--- config.mk ---
export PLATFORM = sky130hd
export DESIGN_NAME = dpsc_decoder
export DESIGN_NICKNAME = d
export VERILOG_FILES = /design/src/hdl/dpsc_shifter.v /design/src/hdl/dpsc_decoder.v
export VERILOG_INCLUDE_DIRS = /design/src /design/src/hdl
export SDC_FILE = /design/constraint.sdc
export NUM_CORES = 1
export LEC_CHECK = 0
export BUFFER_PORTS_ARGS = -buffer_cell sky130_fd_sc_hd__buf_2
export CORE_MARGIN = 2
export CORE_UTILIZATION = 58
export CTS_BUF_LIST = sky130_fd_sc_hd__clkbuf_8
export DETAILED_ROUTE_END_ITERATION = 8
export PLACE_DENSITY = 0.77
export SETUP_SLACK_MARGIN = 0.5
export SYNTH_ARGS = -nofsm -noshare
export SYNTH_HDL_FRONTEND = slang
export SYNTH_SLANG_ARGS = --single-unit
--- constraint.sdc ---
create_clock -name clk_sys_in -period 3.2 [get_ports clk_sys_in]
set_input_delay 0.48 -clock clk_sys_in [delete_from_list [all_inputs] [get_ports clk_sys_in]]
set_output_delay 0.48 -clock clk_sys_in [all_outputs]
set_load 0.005 [all_outputs]
--- src/hdl/dpsc_consts.vh ---
// constants for the potentiometer serial command decoder
// Behaviour
// - output echoes previous received frame
// - command b0 loads wiper from data
// - command e0 increments wiper by one
// - command 20 stores wiper to location zero
// - write protect low blocks nonvolatile writes
// - command 10 reloads wiper from location zero
// - reload wiper at reset and restore strobe
// - command c0 doubles the wiper
// - doubling clamps at full scale
// - command nibble 3 stores spare word
// - fourteen spare locations of sixteen bits
// - command nibble 9 fetches addressed word
// - command a0 prepares wiper readback
// - spare locations hold sixteen-bit words
// - stored location zero copied to the wiper register
`ifndef DPSC_CONSTS_VH
`define DPSC_CONSTS_VH
`define DPSC_FRAME_BITS   24
`define DPSC_WIPER_BITS   10
`define DPSC_WORD_BITS    16
`define DPSC_LOC_COUNT    16
`define DPSC_WIPER_FULL   10'h3ff
`define DPSC_WIPER_RESET  10'h200
`define DPSC_CMD_NOP      4'h0
`define DPSC_CMD_RESTORE  4'h1
`define DPSC_CMD_STORE    4'h2
`define DPSC_CMD_USER     4'h3
`define DPSC_CMD_RESTALL  4'h8
`define DPSC_CMD_READMEM  4'h9
`define DPSC_CMD_READWIP  4'ha
`define DPSC_CMD_WRITE    4'hb
`define DPSC_CMD_DOUBLE   4'hc
`define DPSC_CMD_INC      4'he
`endif

--- src/hdl/dpsc_shifter.v ---
// serial frame shifter with echo output
`timescale 1ns/1ps
`include "dpsc_consts.vh"
module dpsc_shifter #(
    parameter FRAME_BITS = `DPSC_FRAME_BITS
) (
    // clock and reset
    input  wire                  clk_sys_in,
    input  wire                  rst_in,
    // serial link, sampled synchronously
    input  wire                  cs_n_in,
    input  wire                  sclk_in,
    input  wire                  sdi_in,
    output reg                   sdo_out,
    // frame side
    input  wire [FRAME_BITS-1:0] load_word_in,
    output reg  [FRAME_BITS-1:0] frame_out,
    output reg                   frame_valid_out
);
    // frame length at the counter's width, so the compare needs no cut
    localparam [7:0]      FRAME_COUNT = FRAME_BITS;
    reg  [FRAME_BITS-1:0] shift_reg;
    reg  [FRAME_BITS-1:0] out_reg;
    reg  [7:0]            count_reg;
    reg                   sclk_d_reg;
    reg                   cs_n_d_reg;
    wire                  rise = sclk_in & ~sclk_d_reg;
    wire                  fall = ~sclk_in & sclk_d_reg;
    wire                  cs_start = ~cs_n_in & cs_n_d_reg;
    wire                  cs_end = cs_n_in & ~cs_n_d_reg;

    always @(posedge clk_sys_in) begin
        if (rst_in) begin
            shift_reg       <= {FRAME_BITS{1'b0}};
            out_reg         <= {FRAME_BITS{1'b0}};
            count_reg       <= 8'h00;
            sclk_d_reg      <= 1'b0;
            cs_n_d_reg      <= 1'b1;
            sdo_out         <= 1'b0;
            frame_out       <= {FRAME_BITS{1'b0}};
            frame_valid_out <= 1'b0;
        end else begin
            sclk_d_reg      <= sclk_in;
            cs_n_d_reg      <= cs_n_in;
            frame_valid_out <= 1'b0;
            if (cs_start) begin
                // echo the last frame, or prepared readback, msb first
                out_reg   <= load_word_in;
                sdo_out   <= load_word_in[FRAME_BITS-1];
                count_reg <= 8'h00;
            end else if (!cs_n_in && rise) begin
                shift_reg <= {shift_reg[FRAME_BITS-2:0], sdi_in};
                count_reg <= count_reg + 8'h01;
            end else if (!cs_n_in && fall) begin
                out_reg <= {out_reg[FRAME_BITS-2:0], 1'b0};
                sdo_out <= out_reg[FRAME_BITS-2];
            end else if (cs_end) begin
                // partial or overlong frames are thrown away
                if (count_reg == FRAME_COUNT) begin
                    frame_out       <= shift_reg;
                    frame_valid_out <= 1'b1;
                end
            end
        end
    end
endmodule

--- src/hdl/dpsc_decoder.v ---
// command decoder, wiper register and nonvolatile store
`timescale 1ns/1ps
`include "dpsc_consts.vh"
module dpsc_decoder #(
    parameter FRAME_BITS = `DPSC_FRAME_BITS,
    parameter WIPER_BITS = `DPSC_WIPER_BITS,
    parameter WORD_BITS  = `DPSC_WORD_BITS,
    parameter LOC_COUNT  = `DPSC_LOC_COUNT
) (
    // clock and reset
    input  wire                  clk_sys_in,
    input  wire                  rst_in,
    // serial link
    input  wire                  cs_n_in,
    input  wire                  sclk_in,
    input  wire                  sdi_in,
    output wire                  sdo_out,
    // control pins
    input  wire                  wp_n_in,
    input  wire                  restore_strobe_n_in,
    // state
    output reg  [WIPER_BITS-1:0] wiper_setting_out,
    output reg                   busy_out
);
    reg  [WORD_BITS-1:0]  nonvolatile_store [0:LOC_COUNT-1];
    reg  [WIPER_BITS-1:0] wiper_setting_reg;
    reg  [WIPER_BITS-1:0] wiper_setting_next;
    reg  [FRAME_BITS-1:0] echo_reg;
    reg                   boot_reg;
    reg                   strobe_d_reg;
    wire [FRAME_BITS-1:0] frame;
    wire                  frame_valid;
    wire [3:0]            cmd = frame[FRAME_BITS-1:FRAME_BITS-4];
    wire [3:0]            addr = frame[FRAME_BITS-5:FRAME_BITS-8];
    wire [WORD_BITS-1:0]  data = frame[WORD_BITS-1:0];
    wire [WORD_BITS-1:0]  loc0 = nonvolatile_store[0];
    wire                  strobe_fall = ~restore_strobe_n_in & strobe_d_reg;
    wire                  reload;
    integer               i;

    // commands that leave a readback or a reload pending until the next frame of any other command
    function is_busy_cmd;
        input [3:0] c;
        begin
            is_busy_cmd = (c == `DPSC_CMD_READMEM) || (c == `DPSC_CMD_READWIP) ||
                          (c == `DPSC_CMD_RESTORE);
        end
    endfunction

    // both restore codes copy location zero into the wiper
    function is_restore_cmd;
        input [3:0] c;
        begin
            is_restore_cmd = (c == `DPSC_CMD_RESTORE) || (c == `DPSC_CMD_RESTALL);
        end
    endfunction

    // location 0 holds the wiper copy and location 1 is left unused; neither takes user data
    function is_spare_addr;
        input [3:0] a;
        begin
            is_spare_addr = (a >= 4'h2);
        end
    endfunction

    dpsc_shifter #(
        .FRAME_BITS     (FRAME_BITS)
    ) u_shift (
        .clk_sys_in     (clk_sys_in),
        .rst_in         (rst_in),
        .cs_n_in        (cs_n_in),
        .sclk_in        (sclk_in),
        .sdi_in         (sdi_in),
        .sdo_out        (sdo_out),
        .load_word_in   (echo_reg),
        .frame_out      (frame),
        .frame_valid_out(frame_valid)
    );

    // boot pass stands in for power-up refresh
    assign reload = boot_reg | strobe_fall |
                    (frame_valid && is_restore_cmd(cmd));

    always @* begin
        wiper_setting_next = wiper_setting_reg;
        if (reload) begin
            wiper_setting_next = loc0[WIPER_BITS-1:0];
        end else if (frame_valid) begin
            case (cmd)
                `DPSC_CMD_WRITE: wiper_setting_next = data[WIPER_BITS-1:0];
                `DPSC_CMD_INC: begin
                    if (wiper_setting_reg != `DPSC_WIPER_FULL) begin
                        wiper_setting_next = wiper_setting_reg + 10'h001;
                    end
                end
                `DPSC_CMD_DOUBLE: begin
                    // top bit set means the shift would overflow
                    if (wiper_setting_reg[WIPER_BITS-1]) begin
                        wiper_setting_next = `DPSC_WIPER_FULL;
                    end else begin
                        wiper_setting_next = {wiper_setting_reg[WIPER_BITS-2:0], 1'b0};
                    end
                end
                default: wiper_setting_next = wiper_setting_reg;
            endcase
        end
    end

    always @(posedge clk_sys_in) begin
        if (rst_in) begin
            wiper_setting_reg <= `DPSC_WIPER_RESET;
            wiper_setting_out <= `DPSC_WIPER_RESET;
            echo_reg          <= {FRAME_BITS{1'b0}};
            boot_reg          <= 1'b1;
            strobe_d_reg      <= 1'b1;
            busy_out          <= 1'b0;
        end else begin
            boot_reg          <= 1'b0;
            strobe_d_reg      <= restore_strobe_n_in;
            wiper_setting_reg <= wiper_setting_next;
            wiper_setting_out <= wiper_setting_next;
            if (frame_valid) begin
                // readbacks replace the echo; any command other than 1, 9 or a returns to idle
                busy_out <= is_busy_cmd(cmd);
                if (cmd == `DPSC_CMD_READMEM) begin
                    echo_reg <= {frame[FRAME_BITS-1:WORD_BITS],
                                 nonvolatile_store[addr]};
                end else if (cmd == `DPSC_CMD_READWIP) begin
                    echo_reg <= {frame[FRAME_BITS-1:WORD_BITS],
                                 {(WORD_BITS-WIPER_BITS){1'b0}},
                                 wiper_setting_reg};
                end else begin
                    echo_reg <= frame;
                end
            end
        end
    end

    // store has no reset: contents survive like nonvolatile cells
    initial begin
        for (i = 0; i < LOC_COUNT; i = i + 1) begin
            nonvolatile_store[i] = {WORD_BITS{1'b0}};
        end
    end

    always @(posedge clk_sys_in) begin
        if (!rst_in && frame_valid && wp_n_in) begin
            if (cmd == `DPSC_CMD_STORE) begin
                nonvolatile_store[0] <= {{(WORD_BITS-WIPER_BITS){1'b0}},
                                         wiper_setting_reg};
            end else if (cmd == `DPSC_CMD_USER && is_spare_addr(addr)) begin
                nonvolatile_store[addr] <= data;
            end
        end
    end
endmodule

# Yosys cells after proc, flatten, opt, wreduce, memory -nomap -nowiden
# Memories as Yosys holds them, arrays and structs flattened. A register that Yosys moved wholly into a read port is not among the register bits.
# Cells that the tools add are included.
# Widths: inputs -> output; s select.
[totals] regBits=120 ram_bits=256 memories=1
[op_classes] addsub=2 n_lt_le_gt_ge=1 eq_ne=13 mux=27 bitwise=16 reduce_logical=21
[memory_table] name="nonvolatile_store" words=16 width=16 rd=2 rd_ports_with_merged_regs=1 write_ports=1 line="dpsc_decoder.v:25" source="reg [WORD_BITS-1:0] nonvolatile_store [0:LOC_COUNT-1];"
[op_table] operator="$mux 23" n=3
[op_table] operator="$mux 16" n=3
[op_table] operator="$mux 10" n=4
[op_table] operator="$pmux 10 s3" n=1
[op_table] operator="$eq 4x4->1 const B" n=6
[op_table] operator="$reduce_or 16->1" n=1
[op_table] operator="$mux 1" n=13
[op_table] operator="$mux 4" n=3
[op_table] operator="$add 10x1->10 const B" n=1
[op_table] operator="$ne 10x10->1 const B" n=1
[op_table] operator="$not 1->1" n=9
[op_table] operator="$add 8x1->8 const B" n=1
[op_table] operator="$eq 4x2->1 const B" n=2
[op_table] operator="$eq 8x5->1 const B" n=1
[op_table] operator="$logic_and 1x1->1" n=6
[op_table] operator="$and 1x1->1" n=5
[op_table] operator="$reduce_and 5->1" n=1
[op_table] operator="$reduce_or 5->1" n=1
[op_table] operator="$eq 4x1->1 const B" n=1
[op_table] operator="$ge 4x2->1 const B" n=1
[op_table] operator="$reduce_and 2->1" n=2
[op_table] operator="$reduce_bool 2->1" n=2
[op_table] operator="$reduce_bool 4->1" n=1
[op_table] operator="$logic_or 1x1->1" n=3
[op_table] operator="other kinds (6)" n=8

# Longest topological paths before layout
# Gate-level depths: netlist (run 1).
[depth] word_depth=8 ltp_mapped=8

# Modules after synthesis
# Synthesis (run 1) repeated with hierarchy kept, for this count alone.
[unflattened] hier_cells=1129 area_unflattened_um2=15408.5
[modules_own_cells] module="dpsc_decoder" n_inst=1 cells_each=756 area_each_um2=12211.7
[modules_own_cells] module="dpsc_shifter" n_inst=1 cells_each=373 area_each_um2=3196.8

# Worst setup path after synthesis (run 1)
# Ideal clock, no wire load.
[synth_path] path_type="input to register" from="input port rst_in" to="memory nonvolatile_store[2][0] (netlist name), enable pin" setup_time_ps=430 arrival_ps=2663 setup_slack_ps=107 stages=5 path_cell_list="clkbuf_1 > nor2b_1 > and3_1 > nand2_1 > nor4_1"
[synth_between] elab_chain_len=7 elab_cells_between_ends=10
[synth_lines] element="start: declaration" line="dpsc_decoder.v:12" source="input wire rst_in,"
[synth_lines] element="$logic_not 1->1 *" line="dpsc_decoder.v:147" source="if (!rst_in && frame_valid && wp_n_in) begin"
[synth_lines] element="$logic_and 1x1->1 * (2 in series)" line="dpsc_decoder.v:147"
[synth_lines] element="$mux 1" line="dpsc_decoder.v:147"
[synth_lines] element="$mux 1 (implied by the code)" line="dpsc_decoder.v:152" source="nonvolatile_store[addr] <= data;"
[synth_lines] element="$reduce_or 16->1 (no source line)"
[synth_lines] element="$mux 4 (no source line) / $mux 1 (equally long branches)"
[synth_lines] element="end: declaration" line="dpsc_decoder.v:25"
# Mark *: on every way between the ends. The rest lies on a longest branch, timed or not.

# Worst setup path after layout (run 1)
[layout_path] from="register u_shift.frame_out[22]" to="memory nonvolatile_store[8][3] (netlist name), data pin"
[layout_between] elab_chain_len=8 elab_cells_between_ends=9
[layout_lines] element="start: declaration" line="dpsc_shifter.v:17" source="output reg [FRAME_BITS-1:0] frame_out,"
[layout_lines] element="start signal: assignment" line="dpsc_shifter.v:40" source="frame_out <= {FRAME_BITS{1'b0}};"
[layout_lines] element="start signal: assignment" line="dpsc_shifter.v:60" source="frame_out <= shift_reg;"
[layout_lines] element="$eq 4x2->1 (no source line)"
[layout_lines] element="$logic_and 1x1->1" line="dpsc_decoder.v:151" source="end else if (cmd == `DPSC_CMD_USER && is_spare_addr(addr)) begin"
[layout_lines] element="$mux 1" line="dpsc_decoder.v:151"
[layout_lines] element="$mux 1 *" line="dpsc_decoder.v:148" source="if (cmd == `DPSC_CMD_STORE) begin"
[layout_lines] element="$mux 1 *" line="dpsc_decoder.v:147"
[layout_lines] element="$mux 1 (implied by the code) *" line="dpsc_decoder.v:152"
[layout_lines] element="$reduce_or 16->1 (no source line) *"
[layout_lines] element="$mux 16 (no source line) *"
# Marked as above.

==> impl_metrics.ini, run 1 <==
[die]
io_pins = 19
core_sq_um = 25800
row_count = 59
start_util = 0.587
die_h_um = 166
die_x_um = 166
fp.dieArea_sq_um = 27500

[sta]
period_minus_slack_ns = 2.43
finalSetupViolCount = 0
clock_skew_ns = 0.0363
whs_ns = 0.116
setup_tns_ns = 0
slew_viol_final = 0
rsz0062_at_grt = no
worst_pin_slew_ns = 0.907
hold_viol = 0
max_freq_ghz = 0.411
relSlewSlack = 0.394
period_share = 0.759

[cells_and_area]
drive_above_1_share = 0.205
fillers = 1782
regMostFlops = nonvolatile_store
largest_reg_flops = 256
fin_nets = 1119
n_antenna_cell = 0
final_common_cell = edfxtp_1
area_growth_pct = 11.7
final_cell_mix = edfxtp_1 (256), dfxtp_1 (122), nor2_1 (90)
utilization = 0.656

[critical_path]
critPathRequiredTime_ns = 3.51
path_class = register to register
crit_path_max_fanout = 16
crit_arrival_ns = 2.74
end_kind = register
start_kind = register
r2r_cells = 6

[routing]
wire_per_inst_um = 22.2
first_iter_violations = 874
first_pass_iters = 5
ant_nets = 0
via_per_inst = 6.16
num_vias = 9172
drc = 0
drt_wl_total_um = 33000

[clock_network]
postCtsHoldBufs = 0
cts_max_path_buffers = 3
clkTransAtPathRegs_ns = 0.06
numCtsBuffers = 56
post_cts_buffers = 0
cts_root_buf = clkbuf_8
cts_resized = 0
cts_tree = built
clock_sinks = 380
cts_htree_levels = 2
clock_latency_ns = 0.62

[synthesis]
ys_ff_latch = 380
syn-mean-instance-area_sq_um = 14.6
yosys_most_used_dff = edfxtp_1
synth_edf_count = 256
async_reset_ff_frac = 0
yosysWarnings = 0
synth_seq_area_share = 0.670
synth_area_sq_um = 15200
ys_types = 54
synth_cells = 1038

[global_routing]
grt_pass1_wl_um = 51700
grt_max_degree = 54
grt_pass1_vias = 8984
antenna_found_initial = 0
grtUsageTotal = 0.243
grt_overflow = 0

[hold_path]
hold_path_depth = 2
hold_path.class = primary input to register

[job]
cap_violations = 0

[placement]
portBuffers = 18
hpwl_um = 21400
gp_congestion = 0.882

[power]
leakage_uw = 0.00558
ir_drop_uv = 413
power_density_nw_per_um2 = 541

[outcome]
status = finished, final reports clean
==> cell usage after synthesis, types with 2 or more instances <==
library cell | count | share of area
edfxtp_1 | 256 | 0.51
dfxtp_1 | 124 | 0.16
nor2_1 | 91 | 0.023
nand2_1 | 89 | 0.022
mux4_2 | 64 | 0.095
mux2i_1 | 57 | 0.038
a211oi_1 | 39 | 0.019
clkbuf_1 | 37 | 0.0092
a21oi_1 | 36 | 0.012
buf_2 | 16 | 0.0053
mux2_2 | 16 | 0.012
nand2b_1 | 15 | 0.0062
nor2b_1 | 15 | 0.0062
o21ai_0 | 14 | 0.0046
and3_1 | 11 | 0.0045
nand3_1 | 11 | 0.0036
o22ai_1 | 11 | 0.0045
o31ai_1 | 11 | 0.0054
nand4_1 | 10 | 0.0041
o221ai_1 | 10 | 0.0058
buf_4 | 9 | 0.0045
nor3_1 | 8 | 0.0026
xor2_1 | 8 | 0.0046
a311oi_1 | 7 | 0.0040
and2_1 | 7 | 0.0029
buf_1 | 6 | 0.0015
nand3b_1 | 6 | 0.0030
nor4_1 | 6 | 0.0025
or3_1 | 6 | 0.0025
inv_1 | 5 | 0.0012
a31oi_1 | 4 | 0.0016
or2_2 | 4 | 0.0016
ha_1 | 3 | 0.0025
a2111oi_2 | 2 | 0.0020
a311o_1 | 2 | 0.0013
and3b_1 | 2 | 0.0012
nor3_2 | 2 | 0.0013
o21a_1 | 2 | 0.00099
==> stage by stage <==
step | setup slack, ns | cells | area [sq um] | power [uW]
final | 0.770 | 1490 | 16900 | 9160
after global routing | 0.588 | 1490 | 16900 | 9450
after CTS | 0.797 | 1490 | 16900 | 9220
after detailed placement | 0.601 | 1386 | 15900 | 5590
after global placement | 0.592 | 1386 | 15900 | 5580
after floorplan | 0.107 | 1053 | 15200 | 5520
==> metal layers <==
layer	global-route usage	wire, um
met5	0	0
met1	0.344	13700
met3	0.0422	2740
met2	0.388	15700
met4	0.0824	919
==> report_power, final <==
group	internal [uW]	total (uW)	switching [uW]
logic	63.5	199	135
registers	5260	5290	35.9
clock network	1870	3670	1810
total	7190	9160	1980
==> worst max-delay path, stage by stage (launching register included) <==
cell	delay (ns)
dfxtp_1	0.42
and3b_1	0.26
and3_1	0.23
nand2_1	0.13
nor2_1	0.40
buf_4	0.24
mux2_2	0.46
==> cells by family after synthesis <==
kind of cell,count (synthesis),synth area share
compound gates,147,0.0665
xor+xnor,9,0.00520
fa+ha+maj,3,0.00247
buf+inv,74,0.0219
flops,380,0.670
mux,137,0.144
other cells,1,0.000247
simple gates,287,0.0890
==> layout make-up <==
| class | instances | area (sq um) | share of cell area |
|---|---|---|---|
| Multi-Input combinational cell | 599 | 4770 | 0.281 |
| Clock buffer | 62 | 853 | 0.0504 |
| Tap cell | 335 | 419 | 0.0247 |
| Timing Repair Buffer | 66 | 490 | 0.0289 |
| Sequential cell | 380 | 10200 | 0.601 |
| Inverter | 6 | 22.5 | 0.00133 |
| Clock inverter | 42 | 218 | 0.0128 |
==> final timing paths <==
path,from,slack (ns),to
hold / removal,restore_strobe_n_in,0.12,strobe_d_reg
hold reg to reg,echo_reg[8],0.46,echo_reg[8]
setup / recovery,u_shift.frame_out[22],0.77,nonvolatile_store[8][3]
setup reg to reg,u_shift.frame_out[22],0.77,nonvolatile_store[8][3]
Power figures use the tool's default switching activity.
==> inputs of run 2 (changes only) <==
- ABC_AREA: not set -> 1
- PLACE_DENSITY: 0.77 -> 0.74
- clock period: 3.2 -> 2.4 ns (I/O delays scaled with it)
==> run 2 against run 1 <==
Sequential cell count unchanged. Critical path depth is 5 higher. First-iteration DRC count increased by 64%. Total power up 36%. Sequential share of layout area down 5.2 points. Die area up 5.8%. Final area grew 9.7%. Worst hold slack got worse by 0.062 ns. Synthesized area rose by 5.9%. Synthesized cell count increased by 65%. Setup slack worse by 0.43 ns. Routed wire length rose by 22%. Critical path type unchanged. Largest power group unchanged.
==> impl_metrics.ini, run 2 <==
[outcome]
status = finished, final reports clean

[critical_path]
crit_path_max_fanout = 8
critPathSlowestCell = dfxtp_4
slowest_delay_ns = 0.35
critPathRequiredTime_ns = 2.71
cp_num_buf_inv = 5
r2r-start = u_shift.frame_out[19]
crit_family = buffers and inverters
cp_common_cell = buf_6
crit_chain = nor2_4 > inv_4 > o21ai_4 > nor2_4 > buf_6 > o21ai_4 > nand4_1 > buf_6 > nor3_4 > buf_6 > buf_16
start_kind = register
cp-startpoint = u_shift.frame_out[19]
crit_arrival_ns = 2.37
end_kind = register
path_class = register to register

[synthesis]
synth_seq_area_share = 0.633
ys_top_cells_by_count = nand2_1 (427), edfxtp_1 (256), nand3_1 (185)
ys_types = 36
synth_top_cell_by_area = edfxtp_1
syn-mean-instance-area_sq_um = 9.37
synth_cells = 1715
yosysWarnings = 0
yosys_most_used_dff = edfxtp_1
synth_edf_count = 256
ys_ff_latch = 380
synth_area_leaders = edfxtp_1 (48%), dfxtp_1 (15%), nand2_1 (10%), nand3_1 (5.8%), o21ai_0 (4.0%)
async_reset_ff_frac = 0
synth_area_sq_um = 16100
yosysMostFrequentCell = nand2_1
synth_top_area_frac = 0.478

[placement]
hpwl_um = 23500
dp.cells = 2078
gp_congestion = 0.916
place_area_sq_um = 17000
portBuffers = 18

[die]
io_pins = 19
fp.dieArea_sq_um = 29100
start_util = 0.593
die_h_um = 170
die_x_um = 170
core_sq_um = 27100
row_count = 60

[power]
power_density_nw_per_um2 = 670
ir_drop_uv = 381
leakage_uw = 0.00740

[sta]
clock_skew_ns = 0.0176
worst_pin_slew_ns = 0.606
slew_viol_final = 0
finalSetupViolCount = 0
period_minus_slack_ns = 2.06
rsz0062_at_grt = yes
period_share = 0.857
hold_viol = 0
relSlewSlack = 0.596
max_freq_ghz = 0.486
setup_tns_ns = 0

[routing]
wire_per_inst_um = 18.3
via_per_inst = 5.62
num_vias = 12400
drt_wl_total_um = 40400
ant_nets = 0
first_pass_iters = 7
first_iter_violations = 1436
drc = 0

[cells_and_area]
n_antenna_cell = 0
final_area_sq_um = 18600
regMostFlops = nonvolatile_store
drive_above_1_share = 0.134
final_cell_mix = nand2_1 (419), edfxtp_1 (256), nand3_1 (185)
area_growth_pct = 15.7
utilization = 0.686
fin_nets = 1808
largest_reg_flops = 256
fin_cells = 2210
final_common_cell = nand2_1

[global_routing]
grt_max_degree = 142
antenna_found_initial = 0
grtUsageTotal = 0.272
grt_pass1_vias = 11800
grt_overflow = 0
grt_pass1_wl_um = 61200

[clock_network]
numCtsBuffers = 59
cts_htree_levels = 2
cts_root_buf = clkbuf_8
clkTransAtPathRegs_ns = 0.06
cts_tree = built
clock_latency_ns = 0.61
clock_sinks = 380
cts_max_path_buffers = 3

[job]
cap_violations = 0

[hold_path]
worstHoldStart = sdi_in
hold_path.class = primary input to register
[run 2: stage by stage]
stage	total power, uW	hold WS [ns]	setup WS, ns
after floorplan	7450	0.388	0.352
after global placement	7590	0.447	0.228
after detailed placement	7600	0.453	0.192
after CTS	12500	0.0180	0.476
after global routing	12800	0.0492	0.302
final	12500	0.0540	0.343
[run 2: layout make-up]
class                           count  area, sq um
Clock inverter                     41          228
Fill cell                        2011         8510
Tap cell                          372          465
Clock buffer                       60          826
Timing Repair Buffer              104         1040
Sequential cell                   380        10200
Inverter                          170          652
Multi-Input combinational cell   1083         5190
[run 2: final timing paths]
path         slack (ns)                        to  cells past startpoint
min                0.05      u_shift.shift_reg[0]                      3
max reg2reg        0.34  nonvolatile_store[0][11]                     11
min reg2reg        0.46     u_shift.shift_reg[23]                      2
max                0.34  nonvolatile_store[0][11]                     11
[run 2: report_power, final]
part	switching, uW	internal (uW)
Sequential	47.6	7040
Clock	2440	2520
Combinational	285	121
[run 2: worst reg2reg max path, cell delays in order (launching register included)]
cell and delay (ns):
dfxtp_4 0.35, nor2_4 0.14, inv_4 0.05, o21ai_4 0.13
nor2_4 0.06, buf_6 0.13, o21ai_4 0.07, nand4_1 0.15
buf_6 0.16, nor3_4 0.22, buf_6 0.16, buf_16 0.14
[run 2: kinds of logic (layout without fill, tap and decap cells)]
logic type | after synthesis | after routing | synth area share
simple gates | 791 | 791 | 0.205
fa+ha+maj | 3 | 3 | 0.00234
compound gates | 273 | 273 | 0.0942
flops | 380 | 380 | 0.633
other cells | 1 | 16 | 0.000233
buf+inv | 267 | 375 | 0.0649
[run 2: what timing repair did]
action | in CTS | in global routing
buffers inserted | 12 | 10
pin swaps | 8 | 8
resized for setup | 40 | 36
cloned | 3 | 3
endpoints found under the setup margin | 276 | 314
hold buffers | 3 | 0
hold endpoints to repair | 3 | 0
[run 2: layer usage]
layer  GRT usage  routed length, um  vias up
met2       0.452              19400      580
met4       0.117               1340        0
met3      0.0437               3380      100
met5           0                  0        -
li1            -                  -     5918
met1       0.357              16300     5824
